**config.mk**
```make
export PLATFORM = sky130hd
export DESIGN_NAME = tbpo_timer
export DESIGN_NICKNAME = d
export VERILOG_FILES = /design/src/hw/tbpo_pkg.sv /design/src/hw/tbpo_tick_gen.sv /design/src/hw/tbpo_timer.sv
export VERILOG_INCLUDE_DIRS = /design/src /design/src/hw
export SDC_FILE = /design/constraint.sdc
export NUM_CORES = 1
export LEC_CHECK = 0
export BUFFER_PORTS_ARGS = -buffer_cell sky130_fd_sc_hd__buf_4
export CORE_MARGIN = 2
export CORE_UTILIZATION = 53
export CTS_CLUSTER_DIAMETER = 50
export CTS_CLUSTER_SIZE = 20
export DETAILED_ROUTE_END_ITERATION = 10
export GPL_TIMING_DRIVEN = 1
export PLACE_DENSITY = 0.75
export SLEW_MARGIN = 0
export SYNTH_ARGS = -nofsm -noshare
export SYNTH_HDL_FRONTEND = slang
export SYNTH_SLANG_ARGS = --single-unit
```
**constraint.sdc**
```tcl
create_clock -name clk_sys -period 2.2 [get_ports clk_sys]
set_clock_uncertainty 0.1 [all_clocks]
set_input_delay 0.44 -clock clk_sys [delete_from_list [all_inputs] [get_ports clk_sys]]
set_output_delay 0.44 -clock clk_sys [all_outputs]
set_load 0.05 [all_outputs]
```
**src/hw/tbpo_defs.svh**
```systemverilog
// register map, field positions, reset values and masks of the timer output block
`ifndef TBPO_DEFS_SVH
`define TBPO_DEFS_SVH
`define TBPO_ADDR_MODE 8'hdc
`define TBPO_ADDR_COUNT 8'hdd
`define TBPO_ADDR_RELOAD 8'hde
`define TBPO_ADDR_IRQ 8'hdf
`define TBPO_RATE_LSB 4
`define TBPO_RATE_MSB 6
`define TBPO_BIT_IEN 0
`define TBPO_BIT_IRQ 1
`define TBPO_BIT_PWM 0
`define TBPO_BIT_TOG 1
`define TBPO_RST_BYTE 8'h00
`define TBPO_MASK_256 8'hff
`define TBPO_MASK_64 8'h3f
`define TBPO_MASK_32 8'h1f
`define TBPO_MASK_16 8'h0f
`endif

```
**src/hw/tbpo_pkg.sv**
```systemverilog
// types shared by the timer output block
package tbpo_pkg;
    // mode register, bit 7 down to bit 0
    typedef struct packed {
        logic run;
        logic [2:0] rate;
        logic clk_sel;
        logic aload;
        logic tog;
        logic pwm;
    } tbpo_mode_s;

    // one register bus request
    typedef struct packed {
        logic wr;
        logic rd;
        logic [7:0] addr;
        logic [7:0] wdata;
    } tbpo_req_s;

    // shared port pin
    typedef struct packed {
        logic value;
        logic takeover;
    } tbpo_pin_s;

    // tick generator state
    typedef struct packed {
        logic [1:0] sync;
        logic last;
        logic [7:0] presc;
        logic tick;
    } tbpo_tick_s;

    // timer state
    typedef struct packed {
        tbpo_mode_s mode;
        logic [7:0] count;
        logic [7:0] reload;
        logic ien;
        logic flag;
        logic tog;
        tbpo_pin_s pin;
        logic [7:0] rdata;
        logic irq_out;
    } tbpo_state_s;
endpackage : tbpo_pkg

```
**src/hw/tbpo_tick_gen.sv**
```systemverilog
// count tick source: rate prescaler or falling edges of the event pin
`timescale 1ns/1ps
`default_nettype none
`include "tbpo_defs.svh"
module tbpo_tick_gen
    import tbpo_pkg::*;
(
    input wire logic clk_sys,
    input wire logic rst_n,
    input wire logic clk_en,
    input wire logic run,
    input wire logic ext_sel,
    input wire logic [2:0] rate,
    input wire logic event_pin,
    output logic tick
);
    tbpo_tick_s st;
    tbpo_tick_s next_st;
    logic [7:0] div_mask;

    // rate 000 divides by 256, 111 by 2
    assign div_mask = `TBPO_MASK_256 >> rate;

    // sync[1] is the only reader of sync[0]; edge logic looks at sync[1] and last
    always_comb begin
        next_st = st;
        if (clk_en) begin
            next_st.sync = {st.sync[0], event_pin};
            next_st.last = st.sync[1];
            next_st.tick = 1'b0;
            if (!run) begin
                next_st.presc = 8'h00;
            end else if (ext_sel) begin
                // external events ignore the rate field entirely
                next_st.presc = 8'h00;
                next_st.tick = st.last & ~st.sync[1];
            end else begin
                next_st.presc = 8'(st.presc + 8'h01);
                next_st.tick = (st.presc & div_mask) == div_mask;
            end
        end
    end

    // state register
    always_ff @(posedge clk_sys or negedge rst_n) begin
        if (!rst_n) begin
            st <= '0;
        end else begin
            st <= next_st;
        end
    end

    assign tick = st.tick;
endmodule : tbpo_tick_gen
`default_nettype wire

```
**src/hw/tbpo_timer.sv**
```systemverilog
// 8-bit up timer with buzzer toggle and pwm output on one shared pin
// Behaviour
// - buzzer enabled: pin inverts on every overflow, half the overflow rate.
// - buzzer enable hands the shared pin to the timer, gpio off.
// - run bit low stops counting and freezes buzzer and pwm outputs.
// - rate select sits in bits 4 to 6 of the mode register.
// - pwm modulus on the rate source from aload/toggle bits: 256, 64, 32, 16; event source always 256; low bits used.
// - pwm pin high while count below reference, low otherwise.
// - counter wraps through zero each pwm cycle, output high again unless reference is zero.
// - software write of the count changes the duty at once.
// - raising reference after output fell drives it high again.
// - reload register is write-only; software keeps a shadow copy.
// - pwm mode still raises the interrupt flag on each overflow.
// - pwm enable routes waveform to the shared pin, gpio off.
// - external event source makes the rate field irrelevant.
// - pwm mode reloads automatically; aload and toggle bits pick the boundary.
// - outside pwm mode with auto-reload on, reload value is copied to count on overflow.
// - on overflow the timer keeps counting and raises a request.
`timescale 1ns/1ps
`default_nettype none
`include "tbpo_defs.svh"
module tbpo_timer
    import tbpo_pkg::*;
(
    input wire logic clk_sys,
    input wire logic rst_n,
    input wire logic clk_en,
    input wire tbpo_req_s bus_req,
    output logic [7:0] rdata,
    input wire logic event_pin,
    output tbpo_pin_s pin,
    output logic irq_out
);
    tbpo_state_s st;
    tbpo_state_s next_st;
    logic tick;
    logic [7:0] cnt_mask;
    logic [7:0] cnt_m;
    logic [7:0] ref_m;
    logic ovf;
    logic wr_mode;
    logic wr_count;
    logic wr_reload;
    logic wr_irq;
    logic pwm_cmp;

    // tick source; prescaler restarts whenever the timer is stopped
    tbpo_tick_gen u_tick (
        .clk_sys(clk_sys),
        .rst_n(rst_n),
        .clk_en(clk_en),
        .run(st.mode.run),
        .ext_sel(st.mode.clk_sel),
        .rate(st.mode.rate),
        .event_pin(event_pin),
        .tick(tick)
    );

    // register write decode
    assign wr_mode = bus_req.wr && bus_req.addr == `TBPO_ADDR_MODE;
    assign wr_count = bus_req.wr && bus_req.addr == `TBPO_ADDR_COUNT;
    assign wr_reload = bus_req.wr && bus_req.addr == `TBPO_ADDR_RELOAD;
    assign wr_irq = bus_req.wr && bus_req.addr == `TBPO_ADDR_IRQ;

    // overflow boundary; event counting always uses the full 256 range
    always_comb begin
        cnt_mask = `TBPO_MASK_256;
        if (st.mode.pwm && !st.mode.clk_sel) begin
            case ({st.mode.aload, st.mode.tog})
                2'b00: cnt_mask = `TBPO_MASK_256;
                2'b01: cnt_mask = `TBPO_MASK_64;
                2'b10: cnt_mask = `TBPO_MASK_32;
                2'b11: cnt_mask = `TBPO_MASK_16;
                default: cnt_mask = `TBPO_MASK_256;
            endcase
        end
    end

    // only the low-order bits take part in pwm compare and wrap
    assign cnt_m = st.count & cnt_mask;
    assign ref_m = st.reload & cnt_mask;
    assign ovf = st.mode.run && tick && cnt_m == cnt_mask;

    // continuous compare against the live reference, so a late raise of the
    // reference pulls the pin high again on the second edge after the write
    assign pwm_cmp = cnt_m < ref_m;

    // next state of the whole block
    always_comb begin
        next_st = st;
        next_st.rdata = 8'h00;
        if (clk_en) begin
            // mode register
            if (wr_mode) begin
                next_st.mode = tbpo_mode_s'(bus_req.wdata);
            end
            // reference is not double buffered: writes take effect at once
            if (wr_reload) begin
                next_st.reload = bus_req.wdata;
            end
            // counter: software write beats a tick in the same cycle
            if (wr_count) begin
                next_st.count = bus_req.wdata;
            end else if (ovf) begin
                if (st.mode.pwm) begin
                    next_st.count = 8'h00;
                end else if (st.mode.aload) begin
                    next_st.count = st.reload;
                end else begin
                    next_st.count = 8'h00;
                end
            end else if (st.mode.run && tick) begin
                next_st.count = 8'(st.count + 8'h01);
            end
            // buzzer toggles only outside pwm mode
            if (ovf && st.mode.tog && !st.mode.pwm) begin
                next_st.tog = ~st.tog;
            end
            // pin level follows the selected function while running
            if (st.mode.run) begin
                if (st.mode.pwm) begin
                    next_st.pin.value = pwm_cmp;
                end else begin
                    next_st.pin.value = next_st.tog;
                end
            end
            next_st.pin.takeover = next_st.mode.pwm | next_st.mode.tog;
            // interrupt control; overflow set wins over a software clear
            if (wr_irq) begin
                next_st.ien = bus_req.wdata[`TBPO_BIT_IEN];
                next_st.flag = bus_req.wdata[`TBPO_BIT_IRQ];
            end
            if (ovf) begin
                next_st.flag = 1'b1;
            end
            next_st.irq_out = next_st.flag & next_st.ien;
            // read data stands in the cycle after the strobe only
            if (bus_req.rd) begin
                case (bus_req.addr)
                    `TBPO_ADDR_MODE: next_st.rdata = st.mode;
                    `TBPO_ADDR_COUNT: next_st.rdata = st.count;
                    `TBPO_ADDR_RELOAD: next_st.rdata = 8'h00;
                    `TBPO_ADDR_IRQ: begin
                        next_st.rdata[`TBPO_BIT_IEN] = st.ien;
                        next_st.rdata[`TBPO_BIT_IRQ] = st.flag;
                    end
                    default: next_st.rdata = 8'h00;
                endcase
            end
        end else begin
            // frozen: read data still drops after its one cycle
            next_st.rdata = 8'h00;
        end
    end

    // state register
    always_ff @(posedge clk_sys or negedge rst_n) begin
        if (!rst_n) begin
            st <= '0;
        end else begin
            st <= next_st;
        end
    end

    // outputs straight from flops
    assign rdata = st.rdata;
    assign pin = st.pin;
    assign irq_out = st.irq_out;
endmodule : tbpo_timer
`default_nettype wire

```
==> reports/results.ini <==
[cells_and_area]
final_util_pct = 63.8
fillers = 470
final_cells = 415
seq_area_mm2 = 0.00125
layout_commonest_cell = buf_4
diodes = 0
layout_common_cells = 59 x buf_4, 50 x dfrtp_1, 31 x nand2_1
synthToLayoutAreaGrowth_pct = 17.4
nets = 373
layout-drive-gt1-share_pct = 31.2
multi_input_area_mm2 = 0.00158

[timing]
drv_slew = 0
finalCritPeriodShare_pct = 96.3
hold_viol = 0
rsz0062_at_grt = yes
holdWs_ps = 33.2
fmax_ghz = 0.472
relSlewSlack_pct = 58.5
worst_slew_pin_slew_ps = 622
tns_ps = 0
final-setup-viol-count = 0
period_needed_ps = 2120

[cts]
cts_tree = yes
cts_buffers = 5
ctsHoldBuffers = 0
clkLatencyLatePin_ps = 310
cts-root-buf = clkbuf_8
htreeDepth = 2
path_clk_slew_ps = 90
cts_sinks = 50
clockBufferDepth = 2

[floorplan]
core-area_mm2 = 0.00547
rows = 27
start_util_pct = 54.3
io_pins = 33
die_h_um = 78.9
die_area_mm2 = 0.00622
die_w_um = 78.9

[place]
hpwlAfterDp_um = 5010
dp_cells = 402
portBuffers = 32
gp_congestion = 0.898

[synth]
ys_types = 57
synth_edf_count = 0
yosys_warnings = 0
async_flop_share_pct = 100
synth_top_area_share_pct = 42.1
ys_ff_latch = 50
syn_nets = 329
ys_seq_area_share_pct = 42.1
yosys_most_used_dff = dfrtp_1
synthesis.area_mm2 = 0.00297
netlist_instances = 298
syn_avg_cell_area_um2 = 9.98
synthTopCellsByArea = dfrtp_1 42%, mux2_2 8.0%, mux2i_1 4.0%
yosysTopAreaCell = dfrtp_1

[route]
ant_nets = 0
viasPerCell = 5.74
finalWirelength_um = 6830
drc = 0
wire_per_inst_um = 16.4
vias = 2382
first_pass_iters = 4
drt-initial-drc-count = 243

[power_and_ir_drop]
irDropWorstVdd_uv = 344
power_density_mw_per_mm2 = 494
leakage_nw = 1.60

[global_route]
grt_max_degree = 51
track_usage_pct = 24.1
grt_pass1_vias = 2326
overflow = 0
grt_first_pass_wirelength_um = 11500
antenna_found_initial = 0

[setup_path]
worst_setup_path_start_kind = flip-flop
critPathCaptureType = flip-flop
cp_max_fo = 7
critPathMaxStageDelay_ps = 390
cp_slowest_cell = dfrtp_1
critical_path_arrival_ps = 2260
worstPathRequired_ps = 2340
worstPathCellList = buf_4 > nand3b_1 > buf_4 > a21oi_2 > o2111ai_4 > buf_4 > mux2_4 > a21oi_1
cp_common_cell = buf_4
path_class = reg2reg

[status]
outcome = completed

[job]
drv_cap = 0

[hold_path]
hold_path.class = in2async

-- per-layer routing --
metal / share of wire [%] / global-route usage (%)
met5: 0 / 0
met4: 3.7 / 11.0
met3: 6.3 / 3.98
met2: 45 / 36.0
met1: 45 / 34.6
-- Yosys cell counts (2+ instances only) --
cell type,instances
dfrtp_1,50
nand2_1,31
nor2_1,25
mux2_2,21
o21ai_0,16
mux2i_1,12
buf_4,11
ha_1,9
a21oi_1,8
inv_1,8
nand3_1,7
a31oi_1,6
and3_1,6
nand4_1,6
and2_1,5
buf_2,5
nor3_1,5
clkbuf_1,4
xnor2_1,4
xor2_1,4
a22o_1,3
mux2_4,3
nor4_1,3
o22ai_1,3
a22oi_1,2
buf_6,2
inv_2,2
nand2b_1,2
nand3b_1,2
nor4_2,2
o2111ai_1,2
o21a_1,2
o221ai_1,2
o31ai_1,2
-- worst max-delay path: cells and delay by family (launching register included) --
kind / cells / cell delay [ps]
simple gates: 1 / 200
buf+inv: 3 / 540
compound gates: 3 / 540
mux: 1 / 290
flops: 1 / 390
-- layout make-up --
class | instances | area share, %
multi-input cells | 216 | 45.3
flip-flops and latches | 50 | 35.8
repair buffers | 59 | 12.7
well taps | 72 | 2.58
clock buffers | 5 | 1.97
inverters | 10 | 1.08
clock inverters | 3 | 0.538
-- cell families (layout without fill, tap and decap cells) --
family | after synthesis | count (layout) | share of synthesized area (%)
buf+inv | 32 | 77 | 6.14
fa+ha+maj | 9 | 9 | 3.79
flops | 50 | 50 | 42.1
mux | 36 | 36 | 13.5
compound gates | 59 | 59 | 13.8
xor+xnor | 8 | 8 | 2.36
simple gates | 104 | 104 | 18.3
-- metrics by stage --
step / setup slack, ps / area [µm²] / total power [mW]
detailed placement: 11.0 / 3320 / 1.20
global placement: 136 / 3320 / 1.20
finish: 81.0 / 3490 / 1.73
floorplan: 127 / 2970 / 1.11
global route: -40.7 / 3490 / 1.80
CTS: 6.75 / 3440 / 1.74
-- sequential cells by signal, summed over array words and instances, names as in the netlist --
| signal | flops |
|---|---|
| st | 27 |
| u_tick.st | 11 |
| rdata | 8 |
| pin | 2 |
| irq_out | 1 |
| u_tick.tick | 1 |
-- report_power, final --
group / internal, mW / leakage (nW) / total [mW] / switching, mW
Sequential: 0.946 / 0.681 / 0.969 / 0.0234
Clock: 0.224 / 0.0483 / 0.536 / 0.312
Combinational: 0.0964 / 0.873 / 0.220 / 0.124
Total: 1.27 / 1.60 / 1.73 / 0.459
-- repair_timing --
action,in CTS,in global routing
pin swaps,2,2
setup buffers,2,3
setup endpoints to repair,1,9
gates resized for setup,3,3
hold endpoints to repair,0,0
-- final timing paths --
path | start | end | slack, ps | depth (start not counted)
setup / recovery | st[33] | st[28] | 80 | 8
max in group asynchronous | rst_n | st[20] | 1540 | 1
hold reg to reg | u_tick.st[8] | u_tick.st[8] | 390 | 1
hold / removal | rst_n | st[12] | 30 | 1
setup reg to reg | st[33] | st[28] | 80 | 8
min in group clk_sys | event_pin | u_tick.st[10] | 260 | 2
(Power assumes the default switching activity.)
